<file path="src/shared/domain_control_reg_pkg.sv">
// Constants for the backup domain clock and power controller.
// Assumes a 32-bit Avalon-MM slave with byte addresses.
package domain_control_reg_pkg;
    // ==========================================================
    // Register byte offsets
    localparam logic [7:0] OFF_CTRL = 8'h00;
    localparam logic [7:0] OFF_PRESCALE = 8'h04;
    localparam logic [7:0] OFF_RESET = 8'h08;
    localparam logic [7:0] OFF_STATUS = 8'h0c;
    localparam logic [7:0] OFF_INT_STAT = 8'h10;
    localparam logic [7:0] OFF_INT_CLR = 8'h14;
    localparam logic [7:0] OFF_INT_EN = 8'h18;
    localparam logic [7:0] OFF_ALARM0 = 8'h1c;
    localparam logic [7:0] OFF_ALARM1 = 8'h20;
    localparam logic [7:0] OFF_SECONDS = 8'h24;
    localparam logic [7:0] OFF_STORE = 8'h40;
    localparam logic [2:0] STORE_PAGE = 3'h2;
    // ==========================================================
    // Control, reset and alarm register fields
    localparam int CTRL_SUPPLY_LSB = 0;
    localparam int CTRL_CLK_SEL = 2;
    localparam int CTRL_OSC_EN = 3;
    localparam int CTRL_OSC_BYP = 4;
    localparam int CTRL_MEAS = 5;
    localparam int CTRL_KEY_LSB = 8;
    localparam logic [7:0] CHARGE_KEY = 8'h3c;
    localparam logic [1:0] SUPPLY_AUTO = 2'h0;
    localparam int RESET_BIT = 0;
    localparam int ALARM_EN_BIT = 31;
    // ==========================================================
    // Interrupt bits
    localparam int IRQ_TICK = 0;
    localparam int IRQ_ALARM0 = 1;
    localparam int IRQ_ALARM1 = 2;
    localparam int NIRQ = 3;
    // ==========================================================
    // Timing: backup clock rate and one-second division
    localparam int BACKUP_CLK_HZ = 32768;
    localparam int TICK_PERIOD_S = 1;
    localparam logic [16:0] DIV_RESET = 17'(BACKUP_CLK_HZ * TICK_PERIOD_S);
    localparam logic [16:0] DIV_MIN = 17'h00001;
    // ==========================================================
    // Pin input indices in the synchroniser bank
    localparam int PIN_OSC = 0;
    localparam int PIN_ALT = 1;
    localparam int PIN_BOD_EN = 2;
    localparam int PIN_BROWN = 3;
    localparam int PIN_MAIN_HI = 4;
    localparam int NPIN = 5;
    localparam logic [2:0] SYNC_RESET = 3'h0;
endpackage

</file>
<file path="src/hw/backup_domain_ctl.sv">
// Backup domain controller: supply select, charge key, domain reset,
// clock source select and divider, retained storage, alarms, interrupts.
// Assumes clk is the domain clock and rstn drops only on domain power loss.
//
// Added by the designer: the register offsets and the Avalon-MM register port.
`timescale 1ns/10ps
module backup_domain_ctl #(
    parameter int DIV_W = 17,
    parameter int NWORDS = 8
) (
    input wire logic clk,
    input wire logic rstn,
    input wire logic [7:0] address,
    input wire logic read,
    input wire logic write,
    input wire logic [31:0] writedata,
    input wire logic [3:0] byteenable,
    output logic [31:0] readdata,
    output logic waitrequest,
    input wire logic osc_clk_in,
    input wire logic alt_clk_in,
    input wire logic bod_enabled,
    input wire logic brownout,
    input wire logic main_higher,
    output logic use_backup_supply,
    output logic charge_enable,
    output logic oscillator_enable,
    output logic oscillator_bypass,
    output logic supply_measure_enable,
    output logic tick,
    output logic irq
);
    // ==========================================================
    // Elaboration checks
    if (DIV_W < 17 || DIV_W > 32) begin : g_bad_div
        $error("DIV_W must lie in 17..32");
    end
    if (NWORDS != 8) begin : g_bad_words
        $error("NWORDS must be 8");
    end

    // ==========================================================
    // Pin synchronisers
    localparam int NPIN_L = domain_control_reg_pkg::NPIN;
    logic [NPIN_L-1:0] pin_raw;
    logic [NPIN_L-1:0] pin_f_q;
    assign pin_raw = {main_higher, brownout, bod_enabled, alt_clk_in,
        osc_clk_in};
    for (genvar i = 0; i < NPIN_L; i++) begin : g_sync
        logic [2:0] s_q;
        always_ff @(posedge clk or negedge rstn) begin
            if (!rstn) begin
                s_q <= domain_control_reg_pkg::SYNC_RESET;
                pin_f_q[i] <= 1'b0;
            end else begin
                s_q <= {s_q[1:0], pin_raw[i]};
                if (s_q[1] == s_q[2]) begin
                    pin_f_q[i] <= s_q[2];
                end
            end
        end
    end

    // ==========================================================
    // Bus handshake
    logic wait_q;
    logic [31:0] rdata_q;
    logic [31:0] rd_d;
    logic wr_acc;
    assign wr_acc = write && !wait_q;
    always_ff @(posedge clk or negedge rstn) begin
        if (!rstn) begin
            wait_q <= 1'b1;
            rdata_q <= 32'h0;
        end else if ((read || write) && wait_q) begin
            wait_q <= 1'b0;
            rdata_q <= read ? rd_d : 32'h0;
        end else begin
            wait_q <= 1'b1;
        end
    end
    assign waitrequest = wait_q;
    assign readdata = rdata_q;

    function automatic logic wr_to(input logic [7:0] off);
        wr_to = wr_acc && address == off;
    endfunction

    // ==========================================================
    // Domain reset pulse
    logic soft_q;
    always_ff @(posedge clk or negedge rstn) begin
        if (!rstn) begin
            soft_q <= 1'b0;
        end else begin
            soft_q <= wr_to(domain_control_reg_pkg::OFF_RESET) &&
                writedata[domain_control_reg_pkg::RESET_BIT];
        end
    end

    // ==========================================================
    // Control register
    logic [1:0] supply_sel_q;
    logic clk_sel_q;
    logic osc_en_q;
    logic osc_byp_q;
    logic meas_q;
    logic [7:0] key_q;
    logic charge_q;
    // Only domain power loss or the soft pulse clears state
    always_ff @(posedge clk or negedge rstn) begin
        if (!rstn) begin
            supply_sel_q <= domain_control_reg_pkg::SUPPLY_AUTO;
            clk_sel_q <= 1'b0;
            osc_en_q <= 1'b0;
            osc_byp_q <= 1'b0;
            meas_q <= 1'b0;
            key_q <= 8'h0;
            charge_q <= 1'b0;
        end else if (soft_q) begin
            supply_sel_q <= domain_control_reg_pkg::SUPPLY_AUTO;
            clk_sel_q <= 1'b0;
            osc_en_q <= 1'b0;
            osc_byp_q <= 1'b0;
            meas_q <= 1'b0;
            key_q <= 8'h0;
            charge_q <= 1'b0;
        end else if (wr_to(domain_control_reg_pkg::OFF_CTRL)) begin
            supply_sel_q <= writedata[domain_control_reg_pkg::CTRL_SUPPLY_LSB +: 2];
            clk_sel_q <= writedata[domain_control_reg_pkg::CTRL_CLK_SEL];
            osc_en_q <= writedata[domain_control_reg_pkg::CTRL_OSC_EN];
            osc_byp_q <= writedata[domain_control_reg_pkg::CTRL_OSC_BYP];
            meas_q <= writedata[domain_control_reg_pkg::CTRL_MEAS];
            key_q <= writedata[domain_control_reg_pkg::CTRL_KEY_LSB +: 8];
            charge_q <= writedata[domain_control_reg_pkg::CTRL_KEY_LSB +: 8] ==
                domain_control_reg_pkg::CHARGE_KEY;
        end
    end
    assign charge_enable = charge_q;
    assign oscillator_enable = osc_en_q;
    assign oscillator_bypass = osc_byp_q;
    assign supply_measure_enable = meas_q;

    // ==========================================================
    // Supply selector
    logic backup_q;
    always_ff @(posedge clk or negedge rstn) begin
        if (!rstn) begin
            backup_q <= 1'b0;
        end else if (supply_sel_q != domain_control_reg_pkg::SUPPLY_AUTO) begin
            backup_q <= 1'b1;
        end else if (pin_f_q[domain_control_reg_pkg::PIN_BOD_EN] &&
            !pin_f_q[domain_control_reg_pkg::PIN_BROWN]) begin
            backup_q <= 1'b0;
        end else begin
            backup_q <= !pin_f_q[domain_control_reg_pkg::PIN_MAIN_HI];
        end
    end
    assign use_backup_supply = backup_q;

    // ==========================================================
    // Clock source and one-second divider
    logic src_q;
    logic src_d;
    logic src_rise;
    logic [DIV_W-1:0] div_q;
    logic [DIV_W-1:0] cnt_q;
    logic tick_q;
    logic [31:0] secs_q;
    assign src_d = clk_sel_q ? pin_f_q[domain_control_reg_pkg::PIN_ALT] :
        pin_f_q[domain_control_reg_pkg::PIN_OSC];
    assign src_rise = src_d && !src_q;
    always_ff @(posedge clk or negedge rstn) begin
        if (!rstn) begin
            div_q <= DIV_W'(domain_control_reg_pkg::DIV_RESET);
        end else if (soft_q) begin
            div_q <= DIV_W'(domain_control_reg_pkg::DIV_RESET);
        end else if (wr_to(domain_control_reg_pkg::OFF_PRESCALE)) begin
            div_q <= (writedata[DIV_W-1:0] == '0) ?
                DIV_W'(domain_control_reg_pkg::DIV_MIN) : writedata[DIV_W-1:0];
        end
    end
    always_ff @(posedge clk or negedge rstn) begin
        if (!rstn) begin
            src_q <= 1'b0;
            cnt_q <= '0;
            tick_q <= 1'b0;
        end else if (soft_q) begin
            src_q <= 1'b0;
            cnt_q <= '0;
            tick_q <= 1'b0;
        end else begin
            src_q <= src_d;
            tick_q <= 1'b0;
            if (src_rise) begin
                if (cnt_q >= div_q - DIV_W'(1)) begin
                    cnt_q <= '0;
                    tick_q <= 1'b1;
                end else begin
                    cnt_q <= cnt_q + DIV_W'(1);
                end
            end
        end
    end
    assign tick = tick_q;
    always_ff @(posedge clk or negedge rstn) begin
        if (!rstn) begin
            secs_q <= 32'h0;
        end else if (soft_q) begin
            secs_q <= 32'h0;
        end else if (wr_to(domain_control_reg_pkg::OFF_SECONDS)) begin
            secs_q <= writedata;
        end else if (src_rise && cnt_q >= div_q - DIV_W'(1)) begin
            secs_q <= secs_q + 32'h1;
        end
    end

    // ==========================================================
    // Alarms
    logic [31:0] alarm_q [2];
    logic [1:0] alarm_hit;
    for (genvar a = 0; a < 2; a++) begin : g_alarm
        localparam logic [7:0] OFF = (a == 0) ?
            domain_control_reg_pkg::OFF_ALARM0 : domain_control_reg_pkg::OFF_ALARM1;
        always_ff @(posedge clk or negedge rstn) begin
            if (!rstn) begin
                alarm_q[a] <= 32'h0;
            end else if (soft_q) begin
                alarm_q[a] <= 32'h0;
            end else if (wr_to(OFF)) begin
                alarm_q[a] <= writedata;
            end
        end
        assign alarm_hit[a] = tick_q &&
            alarm_q[a][domain_control_reg_pkg::ALARM_EN_BIT] &&
            secs_q[30:0] == alarm_q[a][30:0];
    end

    // ==========================================================
    // Interrupts
    localparam int NI = domain_control_reg_pkg::NIRQ;
    logic [NI-1:0] ist_q;
    logic [NI-1:0] ien_q;
    logic [NI-1:0] ev;
    logic [NI-1:0] clr;
    logic irq_q;
    assign ev = {alarm_hit, tick_q};
    assign clr = wr_to(domain_control_reg_pkg::OFF_INT_CLR) ? writedata[NI-1:0] :
        '0;
    always_ff @(posedge clk or negedge rstn) begin
        if (!rstn) begin
            ist_q <= '0;
            ien_q <= '0;
        end else if (soft_q) begin
            ist_q <= '0;
            ien_q <= '0;
        end else begin
            ist_q <= (ist_q & ~clr) | ev;
            if (wr_to(domain_control_reg_pkg::OFF_INT_EN)) begin
                ien_q <= writedata[NI-1:0];
            end
        end
    end
    always_ff @(posedge clk or negedge rstn) begin
        if (!rstn) begin
            irq_q <= 1'b0;
        end else begin
            irq_q <= |(ist_q & ien_q);
        end
    end
    assign irq = irq_q;

    // ==========================================================
    // Retained storage
    logic [31:0] store_q [NWORDS];
    logic st_sel;
    assign st_sel = address[7:5] == domain_control_reg_pkg::STORE_PAGE;
    for (genvar w = 0; w < NWORDS; w++) begin : g_store
        always_ff @(posedge clk or negedge rstn) begin
            if (!rstn) begin
                store_q[w] <= 32'h0;
            end else if (soft_q) begin
                store_q[w] <= 32'h0;
            end else if (wr_acc && st_sel && address[4:2] == 3'(w)) begin
                for (int b = 0; b < 4; b++) begin
                    if (byteenable[b]) begin
                        store_q[w][8*b +: 8] <= writedata[8*b +: 8];
                    end
                end
            end
        end
    end

    // ==========================================================
    // Read mux
    always_comb begin
        rd_d = 32'h0;
        if (st_sel) begin
            rd_d = store_q[address[4:2]];
        end else begin
            unique case (address)
                domain_control_reg_pkg::OFF_CTRL: begin
                    rd_d = {16'h0, key_q, 2'h0, meas_q, osc_byp_q,
                        osc_en_q, clk_sel_q, supply_sel_q};
                end
                domain_control_reg_pkg::OFF_PRESCALE: rd_d = 32'(div_q);
                domain_control_reg_pkg::OFF_STATUS: begin
                    rd_d = {28'h0, charge_q, src_q,
                        pin_f_q[domain_control_reg_pkg::PIN_OSC], backup_q};
                end
                domain_control_reg_pkg::OFF_INT_STAT: rd_d = 32'(ist_q);
                domain_control_reg_pkg::OFF_INT_EN: rd_d = 32'(ien_q);
                domain_control_reg_pkg::OFF_ALARM0: rd_d = alarm_q[0];
                domain_control_reg_pkg::OFF_ALARM1: rd_d = alarm_q[1];
                domain_control_reg_pkg::OFF_SECONDS: rd_d = secs_q;
                default: rd_d = 32'h0;
            endcase
        end
    end
endmodule

</file>
<file path="config.mk">
export PLATFORM = sky130hd
export DESIGN_NAME = backup_domain_ctl
export DESIGN_NICKNAME = d
export VERILOG_FILES = /design/src/shared/domain_control_reg_pkg.sv /design/src/hw/backup_domain_ctl.sv
export SDC_FILE = /design/constraint.sdc
export NUM_CORES = 1
export LEC_CHECK = 0
export BUFFER_PORTS_ARGS = -buffer_cell sky130_fd_sc_hd__buf_2
export CAP_MARGIN = 20
export CORE_MARGIN = 4
export CORE_UTILIZATION = 35
export CTS_CLUSTER_DIAMETER = 150
export DETAILED_ROUTE_END_ITERATION = 8
export PLACE_DENSITY_LB_ADDON = 0.15
export SETUP_SLACK_MARGIN = 0.1
export SLEW_MARGIN = 30
export SYNTH_ARGS = -nofsm -noshare
export SYNTH_HDL_FRONTEND = slang
export SYNTH_SLANG_ARGS = --single-unit
</file>
<file path="constraint.sdc">
create_clock -name clk -period 9.67 [get_ports clk]
set_input_delay 0.4835 -clock clk [delete_from_list [all_inputs] [get_ports clk]]
set_output_delay 0.4835 -clock clk [all_outputs]
set_load 0.05 [all_outputs]
</file>
Word-level counts from Yosys, hierarchy flattened
Cells that the tools add are included.

storage, ports and cells
  bits in registers = 465
  bits in latches = 0
  RAM bits = 0
  ROM bits = 0
  input port bits = 53
  output and inout port bits = 40
  logic and storage cells = 251
  memories kept = 0

cells by class
  $add $sub $neg = 3
  $mul = 0
  div/mod/pow operators = 0
  order comparisons = 2
  eq/ne operators = 25
  shift operators = 0
  muxes and demuxes = 65
  bitwise logic cells = 5
  reduce and logical (&&, ||, !) cells = 88

operator list
  kind                                                 number
  2-to-1 mux 32 bit                                    27
  case mux 32 bit (8 select lines)                     1
  2-to-1 mux 17 bit                                    6
  binary-select mux 32 bit (select 3 bit)              1
  AND reduction 2 bit                                  32
  == test 31 bit                                       2
  2-to-1 mux 8 bit                                     6
  nonzero test 2 bit                                   19
  adder 32 x 1 -> 32 bit (second input constant)       1
  == test 8 x 5 -> 1 bit (second input constant)       4
  logical AND 1 bit                                    27
  == test 8 x 6 -> 1 bit (second input constant)       3
  2-to-1 mux 1 bit                                     18
  adder 17 x 1 -> 17 bit (second input constant)       1
  >= comparator 17 bit                                 1
  logical NOT 17 bit                                   1
  subtractor 17 x 1 -> 17 bit (second input constant)  1
  == test 8 x 4 -> 1 bit (second input constant)       2
  == test 3 bit (second input constant)                4
  2-to-1 mux 3 bit                                     4
  == test 3 x 2 -> 1 bit (second input constant)       3
  == test 8 x 3 -> 1 bit (second input constant)       1
  logical NOT 8 bit                                    1
  bitwise AND 3 bit                                    2
  other kinds (12)                                     20

Logic depth before layout (Yosys ltp)
Gate-level depths: netlist (run 1).

  depth in word-level cells = 8
  mapped depth = 16
  mapped depth without buffers = 14

Worst setup path after synthesis (run 1)
Ideal clock, no wire load.

  path type = reg2reg
  from = reg div_q[10]
  to = reg secs_q[18]
  library setup time = 99 ps
  data arrival time = 3568 ps
  required time = 9571 ps
  slack = 6002 ps
  stages on the path, launching flop included = 13
  buffers on the path = 1
  period minus slack after synthesis = 3668 ps
  cells stage by stage = dfrtp_1 or3_1 or4_1 nor3_1 xnor2_1 ha_1 nand4_1 nor3_1 nand2_1 a2bb2oi_1 clkbuf_1 or4_1 a311oi_1

between the ends
  word-level cells in the longest chain between the ends = 4

RTL lines
  item                          RTL line                  source
  start: declaration            backup_domain_ctl.sv:166  logic [DIV_W-1:0] div_q;
  start signal: assignment      backup_domain_ctl.sv:175  div_q <= DIV_W'(domain_control_reg_pkg::DIV_RESET);
  start signal: assignment      backup_domain_ctl.sv:177  div_q <= DIV_W'(domain_control_reg_pkg::DIV_RESET);
  start signal: assignment      backup_domain_ctl.sv:179  div_q <= (writedata[DIV_W-1:0] == '0) ?
  subtractor 17 x 1 -> 17 bit   backup_domain_ctl.sv:213  end else if (src_rise && cnt_q >= div_q - DIV_W'(1)) begin
  >= comparator 17 bit          backup_domain_ctl.sv:213
  logical AND 1 bit             backup_domain_ctl.sv:213
  nonzero test 3 bit (no line)  n/a
  end signal: assignment        backup_domain_ctl.sv:212  secs_q <= writedata;
  end signal: assignment        backup_domain_ctl.sv:214  secs_q <= secs_q + 32'h1;
  end: declaration              backup_domain_ctl.sv:169  logic [31:0] secs_q;

Every way passes these cells.
A chain may end at the register's enable or synchronous reset.

Final worst setup path (run 1)
  from = reg div_q[10]
  to = reg secs_q[19]

The elaborated chain is that of the path after synthesis.

==> results, run 1 <==
- The analysis attributes to net switching a power of 1.21 mW.
- The number of max-slew violations in the final report is 0.
- The number of hold violations in the final report is 0.
- Yosys printed 0 warnings.
- The share of total power in the clock network is 0.461.
- No sink is reached through more buffers than the 3 on the longest clock path.
- After detailed routing, the average wire length per cell comes to 23.2 um.
- For the pin with the worst max-slew slack, the measured transition is 1.18 ns.
- After synthesis, the mean cell area works out to 9.80 sq um.
- The time the worst path needs with I/O delays and setup is 4.35 ns.
- Counting buffers and inverters, the worst setup path is 12 cells deep.
- Using the TritonRoute via totals, the vias-per-cell ratio works out to 5.59.
- The chip height is 262 um.
- The share of the cycle needed by the critical path after routing is 0.450.
- The post-CTS setup buffer count is 0.
- The portion of synthesized cell area occupied by the leading cell type is 0.514.
- For this configuration, the core starts out at a cell density of 0.356.
- The most used flip-flop cell after synthesis is sky130_fd_sc_hd__dfrtp_1.
- Walking the worst path, the cells encountered are or3_1 > or4_1 > nor3_1 > xnor2_1 > ha_1 > nand4_1 > nor3_1 > nand2_1 > a2bb2oi_2 > buf_4 > or4_1 > a311oi_1.
- Counting flops and latches in the post-synthesis netlist gives 465.
- By instance count, the leading cell after synthesis is sky130_fd_sc_hd__nand2_1.
- The number of antenna violations at the first check in global routing is 1.
- The part of the Yosys area used for sequential elements is 0.516.
- The setup-violating endpoint count in the final report is 0.
- The worst setup path endpoint is secs_q[19].
- The number of cells on the worst reg-to-reg path is 12.
- The number of nets in the synthesized netlist is 2,375.
- For this block, the routed nets add up to 74,300 um of wire.
- Setup repair after global routing left no endpoint under its margin.
- The worst IR drop on VDD is 0.000120 V.
- The first global-routing pass estimated 114,000 um of wire.
- In this run the register-to-register setup slack is 5.32 ns.
- The worst register-to-register path ends at secs_q[19].
- The startpoint of the worst-slack reg-to-reg timing path is div_q[10].
- The flow ran to the end, and the final reports show no timing, DRC or antenna violations.
- By count the netlist is led by sky130_fd_sc_hd__nand2_1, sky130_fd_sc_hd__dfrtp_1, sky130_fd_sc_hd__o21ai_0.
- The insertion delay of the later-clocked pin in the worst-skew pair is 0.62 ns.
- In the global route stage, overall resource usage came out at 0.218.
- The fraction of synthesis flops using an asynchronous set or reset pin is 1.00.
- The largest total area in the synthesized netlist belongs to sky130_fd_sc_hd__dfrtp_1.
- In the routed design, unresolved DRC markers number 0.
- The count of filler cells inserted in the layout is 6,189.
- The share of layout cells above drive strength 1 is 0.134.
- The count of H-tree levels built during CTS is 2.
- After synthesis the cells add up to 22,600 sq um.
- The startpoint type of the worst setup path is a flip-flop.
- The initialized floorplan defines 92 standard-cell rows.
- The data arrival time of the critical path is 4.86 ns.
- STA puts the critical path data required time at 10.18 ns.
- Of the total power, the share spent switching nets is 0.259.
- The floorplan step set the die width to 262 um.
- After detailed placement, the total cell area comes to 23,700 sq um.
- The final antenna diode count is 0.
- The die covers 68,600 sq um.
- On the worst path, the slowest cell contributes a delay of 0.65 ns.
- The number of placed instances, taps included, is 3,097.
- The boundary pin count is 93.
- Together, buffers and inverters on the worst path number 1.
- The worst setup path is of the flip-flop to flip-flop kind.
- The kind of cell adding the most delay to the critical path is simple AND/OR/NAND/NOR gates.
- The core region is 63,400 sq um.
- The number of detailed-route iterations in the first pass is 7.
- The last weighted congestion value of the routability-driven placer is 0.854.
- The post-detailed-route count of antenna-violating nets is 0.
- The cell with the largest stage delay on the worst path is sky130_fd_sc_hd__nor3_1.
- After the first detailed-routing iteration, the DRC count stood at 1,728.
- Input and output buffers added on the ports amount to 92.
- After legalization and detailed placement, the total HPWL measured 50,300 um.
- After the flow finishes, the layout carries non-filler instances totaling 3,204.
- The power density over cell area is 182 nW/um^2.
- Summing internal, switching and leakage power gives 4.67 mW.
- The static power due to leakage is 11.0 nW.
- Clock tree synthesis found a total of 465 sinks.
- The headroom to the max-slew limit is 0.206.
- The maximum fanout encountered on the critical timing path is 42.
- The area growth from synthesis to layout is 13.6%.
- STA classifies the critical path endpoint as a flip-flop.
- The maximum clock skew at final layout is 0.0178 ns.
- The sum of negative setup slack is 0 ns.
- The via count of the first global-routing pass is 17,600.
- CTS placed an instance of sky130_fd_sc_hd__clkbuf_16 at the clock tree root.
- Summed over all layers, the global routing overflow is 0.
- Clock tree synthesis inserted a total of 54 buffers.
- Across the run, the number of max-cap violations was 0.
- The share of total power dissipated in combinational logic is 0.087.
- The number of enable-type register cells in the synthesized netlist is 0.
- Synthesis produced 2,302 cells.
- The maximum number of pins on one net before global-route repair is 164.
- Synthesis instantiated 74 different standard cells from the library.
- Sorting the synthesized cells by area gives the leading types as sky130_fd_sc_hd__dfrtp_1, sky130_fd_sc_hd__nand2_1, sky130_fd_sc_hd__o21ai_0.
- The tightest min-delay check is of the primary input to flip-flop type.
- The share of power burned in registers is 0.452.
- For this run, the top clock speed supported by timing is 0.230 GHz.
- The launching element of the worst setup path is div_q[10].
- The clock-pin slew of the registers on the worst-case setup and hold paths is 0.06 ns.
- The total via count in the routed design is 17,900.
- The finished cells cover 25,600 sq um.
- TritonCTS built the clock tree.
- The internal cell power is 3.46 mW.
- The net count of the finished layout is 2,387.
-- worst min-delay path by stage --
| stage | start | to | cells past startpoint |
|---|---|---|---|
| after CTS | writedata[20] | alarm_q[20] | 3 |
| after detailed placement | g_sync[1].s_q[0] | g_sync[1].s_q[1] | 0 |
| after global routing | writedata[20] | alarm_q[20] | 3 |
| after floorplan | rstn | alarm_q[0] | 0 |
| final | writedata[20] | alarm_q[20] | 3 |
| after global placement | g_sync[4].s_q[0] | g_sync[4].s_q[1] | 0 |
-- tightest hold or removal path, stage by stage --
cell and delay, ns:
sky130_fd_sc_hd__buf_2 0.13, sky130_fd_sc_hd__nand2_1 0.06, sky130_fd_sc_hd__a21oi_1 0.05
-- power groups by stage --
stage | registers [mW] | clock network [mW] | logic [mW]
CTS | 2.11 | 2.21 | 0.407
global placement | 2.14 | 0 | 0.396
global route | 2.12 | 2.28 | 0.452
finish | 2.11 | 2.15 | 0.405
floorplan | 2.13 | 0 | 0.238
detailed placement | 2.15 | 0 | 0.403
-- sequential cells by signal (all words and copies together), names as in the netlist --
| name | flops |
|---|---|
| alarm_q | 64 |
| charge_enable | 1 |
| clk_sel_q | 1 |
| cnt_q | 17 |
| div_q | 17 |
| g_sync.s_q | 15 |
| ien_q | 3 |
| irq | 1 |
| ist_q | 3 |
| key_q | 8 |
| oscillator_bypass | 1 |
| oscillator_enable | 1 |
| pin_f_q | 5 |
| readdata | 32 |
| secs_q | 32 |
| soft_q | 1 |
| src_q | 1 |
| store_q | 256 |
| supply_measure_enable | 1 |
| supply_sel_q | 2 |
| tick | 1 |
| use_backup_supply | 1 |
| waitrequest | 1 |
-- final cells by class --
type                       count  area, sq um  share of cell area
timing repair buffer         126          786              0.0307
multi-input combinational   1655        10200               0.399
clock buffer                  74         1540              0.0600
tap                          846         1060              0.0413
clock inverter                26          330              0.0129
inverter                      12         45.0             0.00176
sequential                   465        11600               0.454
-- placed cells by master (no fill, tap or decap), types with 7 or more instances in the layout --
master,synthesis,final
sky130_fd_sc_hd__a211oi_1,14,13
sky130_fd_sc_hd__a21oi_1,98,98
sky130_fd_sc_hd__a221o_1,9,9
sky130_fd_sc_hd__a222oi_1,16,16
sky130_fd_sc_hd__a22o_1,27,27
sky130_fd_sc_hd__a22oi_1,20,20
sky130_fd_sc_hd__a311oi_1,19,19
sky130_fd_sc_hd__and3_1,14,14
sky130_fd_sc_hd__buf_2,16,89
sky130_fd_sc_hd__buf_4,3,26
sky130_fd_sc_hd__clkbuf_1,135,10
sky130_fd_sc_hd__clkbuf_16,0,55
sky130_fd_sc_hd__clkbuf_8,0,9
sky130_fd_sc_hd__clkinv_2,0,10
sky130_fd_sc_hd__dfrtp_1,463,462
sky130_fd_sc_hd__ha_1,20,20
sky130_fd_sc_hd__inv_1,12,11
sky130_fd_sc_hd__mux2_2,13,13
sky130_fd_sc_hd__mux2i_1,34,34
sky130_fd_sc_hd__mux4_2,64,64
sky130_fd_sc_hd__nand2_1,555,555
sky130_fd_sc_hd__nand3_1,35,34
sky130_fd_sc_hd__nand4_1,27,27
sky130_fd_sc_hd__nor2_1,78,78
sky130_fd_sc_hd__nor2b_1,8,8
sky130_fd_sc_hd__nor3_1,38,37
sky130_fd_sc_hd__nor4_1,27,26
sky130_fd_sc_hd__o21ai_0,325,322
sky130_fd_sc_hd__o21ai_1,5,7
sky130_fd_sc_hd__o31ai_1,21,21
sky130_fd_sc_hd__or2_2,7,7
sky130_fd_sc_hd__or3_1,9,9
sky130_fd_sc_hd__or4_1,12,12
sky130_fd_sc_hd__xnor2_1,54,54
sky130_fd_sc_hd__xor2_1,29,29
-- through the flow --
stage               worst slack, ns  hold slack, ns  utilization
floorplan                      6.00           0.188            -
global placement               5.46           0.332        0.373
detailed placement             5.40           0.335        0.373
CTS                            5.37           0.111        0.403
global route                   5.02           0.144        0.404
finish                         5.32           0.143        0.404
-- what timing repair did --
item | 4_1_cts | 5_1_grt
gates resized for setup | 0 | 0
endpoints found under the setup margin | 0 | 0
endpoints found under the hold margin | 109 | 0
hold buffers | 6 | 0
-- metal layers --
layer,track usage,part of all wire
met1,0.326,0.47
met4,0.0480,0.019
met2,0.336,0.46
met3,0.0326,0.058
met5,0,0.00017
-- cells by family after synthesis --
logic type	share of synthesized area
fa+ha+maj	0.0133
simple gates	0.162
compound gates	0.158
mux	0.0855
xor+xnor	0.0322
buf+inv	0.0333
flops	0.516
No activity file was read; power rests on OpenSTA's default activity.
==> inputs of run 2 (changes only) <==
==> constraint.sdc (replaced) <==
create_clock -name clk -period 3.6 [get_ports clk]
set_input_delay 0.18 -clock clk [delete_from_list [all_inputs] [get_ports clk]]
set_output_delay 0.18 -clock clk [all_outputs]
set_load 0.05 [all_outputs]
==> results, run 2 (same netlist as run 1, synthesis figures left out) <==
- The insertion delay of the later-clocked pin in the worst-skew pair is 0.61 ns.
- The transition time at the pin with the least slew margin is 1.21 ns.
- Row generation in the floorplan step produced 92 rows.
- The combinational share of power is 0.093.
- The clock-pin slew of the registers on the worst-case setup and hold paths is 0.06 ns.
- In the layout the commonest cells are sky130_fd_sc_hd__nand2_1, sky130_fd_sc_hd__dfrtp_1, sky130_fd_sc_hd__o21ai_0, sky130_fd_sc_hd__a21oi_1, sky130_fd_sc_hd__buf_2.
- store_q holds more flip-flops than any other register.
- The worst register-to-register path begins at div_q[10].
- The most common cell after layout, fill and taps aside is sky130_fd_sc_hd__nand2_1.
- The maximum achievable frequency is 0.288 GHz.
- The smallest setup slack after layout is 0.122 ns.
- The floorplan step defined a core boundary enclosing 63,400 sq um.
- The number of antenna violations at the first check in global routing is 1.
- The number of hold violations in the final report came to 0.
- Counting the fill cells in the layout gives 6,199.
- Dividing the final minimum period by the clock period gives 0.966.
- After layout, the minimum clock period comes to 3.48 ns.
- Setup repair after global routing could not meet its margin everywhere.
- The area growth from synthesis to layout is 17.2%.
- In this run the count of I/O pins placed on the die edge is 93.
- The design draws 12.4 mW.
- The capturing point of the worst reg2reg path is secs_q[24].
- Once layout is complete, the utilization of the core stands at 0.417.
- The last weighted congestion value of the routability-driven placer is 0.863.
- The slack of the worst reg-to-reg path is 0.12 ns.
- The floorplan step defined a die boundary enclosing 68,600 sq um.
- The via count of the first global-routing pass was 18,000.
- The headroom to the max-slew limit is 0.185.
- At the worst endpoint, the arrival time is 3.99 ns.
- For this design the ratio of total power to cell area is 471 nW/um^2.
- The clock sink total is 465.
- The HPWL reported at the end of detailed placement is 51,700 um.
- In the final layout, the registers with the most flip-flops are store_q: 256 flops, alarm_q: 64 flops.
- The startpoint identified for the worst hold timing path is read.
- The chip height is 262 um.
- Of the total power, the clock network draws 0.451.
- TritonCTS built the clock tree.
- The register with the most flip-flops in the layout has 256 of them.
- The first global-routing pass estimated 115,000 um of wire.
- Summed over all failing endpoints, the final setup total negative slack is 0 ns.
- The tree is rooted in a sky130_fd_sc_hd__clkbuf_16.
- The summed area of non-filler cells in the final layout is 26,400 sq um.
- The maximum fanout encountered on the critical timing path is 42.
- Summing all placed instances gives a cell area of 24,100 sq um.
- Data on the critical path is required at its endpoint by 4.11 ns.
- The pre-CTS setup slack is 0.0665 ns.
- The tool flagged a number of max-cap violations equal to 0.
- The maximum clock skew at final layout is 0.0185 ns.
- The setup-violating endpoint count in the final report is 0.
- The total overflow left after global routing is 0.
- The horizontal extent of the die is 262 um.
- The worst hold path belongs to the class primary input to flip-flop.
- The maximum number of pins on one net before global-route repair is 96.
- The number of DRC violations after detailed-routing iteration 0 is 1,554.
- The count of H-tree levels built during CTS is 2.
- Of the total power, the share spent switching nets is 0.253.
- In the global route stage, overall resource usage came out at 0.221.
- The TritonCTS buffer count is 53.
- The number of max-slew violations in the final report is 0.
- Once detail routing completed, the nets flagged for antenna violations numbered 0.
- After the last flow step, the layout net total stands at 2,467.
- The category of the critical setup timing path is flip-flop to flip-flop.
- The number of placed instances, taps included is 3,145.
- STA classifies the critical path startpoint as a flip-flop.
- The flow ran to the end, and the final reports show no timing, DRC or antenna violations.
- Excluding fillers, the count of instances in the completed layout stands at 3,283.
- The initial cell density of the core is 0.356.
- Counting instances, the worst hold path has a depth of 3.
- Summing over every cut layer, the via total after detailed routing is 18,200.
- The switching power of the nets is 3.16 mW.
- The routed via count divided by cell count is 5.55.
- Across all hold checks on the routed design, the worst slack comes to 0.0667 ns.
- The quantity of I/O buffers inserted on ports is 92.
- The worst hold path terminates at readdata[8].
- For this design the static power due to leakage is 11.4 nW.
- STA classifies the critical path endpoint as a flip-flop.
- VDD sags by at most 0.000370 V.
- Dividing the detail-routed wire length by the instance count gives 23.2 um.
- Of the total power, registers draw 0.455.
- No sink is reached through more buffers than the 3 on the longest clock path.
- The internal power of the cells totals 9.29 mW.
- The final wirelength is 76,300 um.
- The number of detailed-route iterations in the first pass is 5.
- The share of layout cells above drive strength 1 is 0.155.
- The number of cell instances on the worst register-to-register path is 12.
- After detailed routing, the number of remaining DRC violations is 0.
[run 2: worst max-delay path by stage]
stage / slack (ns) / to / depth (start not counted) / startpoint
after floorplan: 0.13 / secs_q[17] / 12 / div_q[10]
after global placement: 0.11 / secs_q[21] / 12 / div_q[10]
after detailed placement: 0.07 / secs_q[29] / 12 / div_q[10]
after CTS: 0.11 / secs_q[24] / 12 / div_q[10]
after global routing: -0.02 / secs_q[23] / 12 / div_q[7]
final: 0.12 / secs_q[24] / 12 / div_q[10]
[run 2: critical path, cell delays in order, from the launching register on]
cell and delay (ns):
sky130_fd_sc_hd__dfrtp_1 0.38, sky130_fd_sc_hd__or3_4 0.39, sky130_fd_sc_hd__or4_4 0.44, sky130_fd_sc_hd__nor3_2 0.19, sky130_fd_sc_hd__xnor2_1 0.10, sky130_fd_sc_hd__ha_1 0.31, sky130_fd_sc_hd__nand4_1 0.11, sky130_fd_sc_hd__nor3_2 0.16
sky130_fd_sc_hd__nand2_1 0.11, sky130_fd_sc_hd__a2bb2oi_2 0.18, sky130_fd_sc_hd__buf_12 0.19, sky130_fd_sc_hd__or4_4 0.52, sky130_fd_sc_hd__a311oi_2 0.28
[run 2: power groups by stage]
stage | clock network [mW] | registers [mW] | logic, mW
after global routing | 5.95 | 5.69 | 1.29
final | 5.62 | 5.67 | 1.16
after floorplan | 0 | 5.72 | 0.641
after CTS | 5.73 | 5.66 | 1.15
after global placement | 0 | 5.75 | 1.09
after detailed placement | 0 | 5.76 | 1.12
[run 2: cell type report]
| type | count | area [sq um] | share of cell area |
|---|---|---|---|
| clock buffers | 80 | 1590 | 0.0602 |
| clock inverters | 15 | 208 | 0.00786 |
| flip-flops and latches | 465 | 11600 | 0.441 |
| inverters | 12 | 45.0 | 0.00170 |
| repair buffers | 207 | 1550 | 0.0585 |
| diodes | 3 | 7.51 | 0.000284 |
| multi-input cells | 1655 | 10300 | 0.391 |
| well taps | 846 | 1060 | 0.0401 |
[run 2: layer usage]
layer / track usage / wire length [um] / share of wire
met1: 0.325 / 34900 / 0.46
met2: 0.335 / 34000 / 0.45
met3: 0.0404 / 4990 / 0.065
met4: 0.0666 / 2340 / 0.031
met5: 0 / 13 / 0.00017
[run 2: timing repair]
action | CTS | global route
pin swaps | 1 | 3
resized for setup | 3 | 20
setup endpoints to repair | 11 | 29
buffers inserted | 1 | 1
hold buffers | 38 | 0
endpoints found under the hold margin | 187 | 0
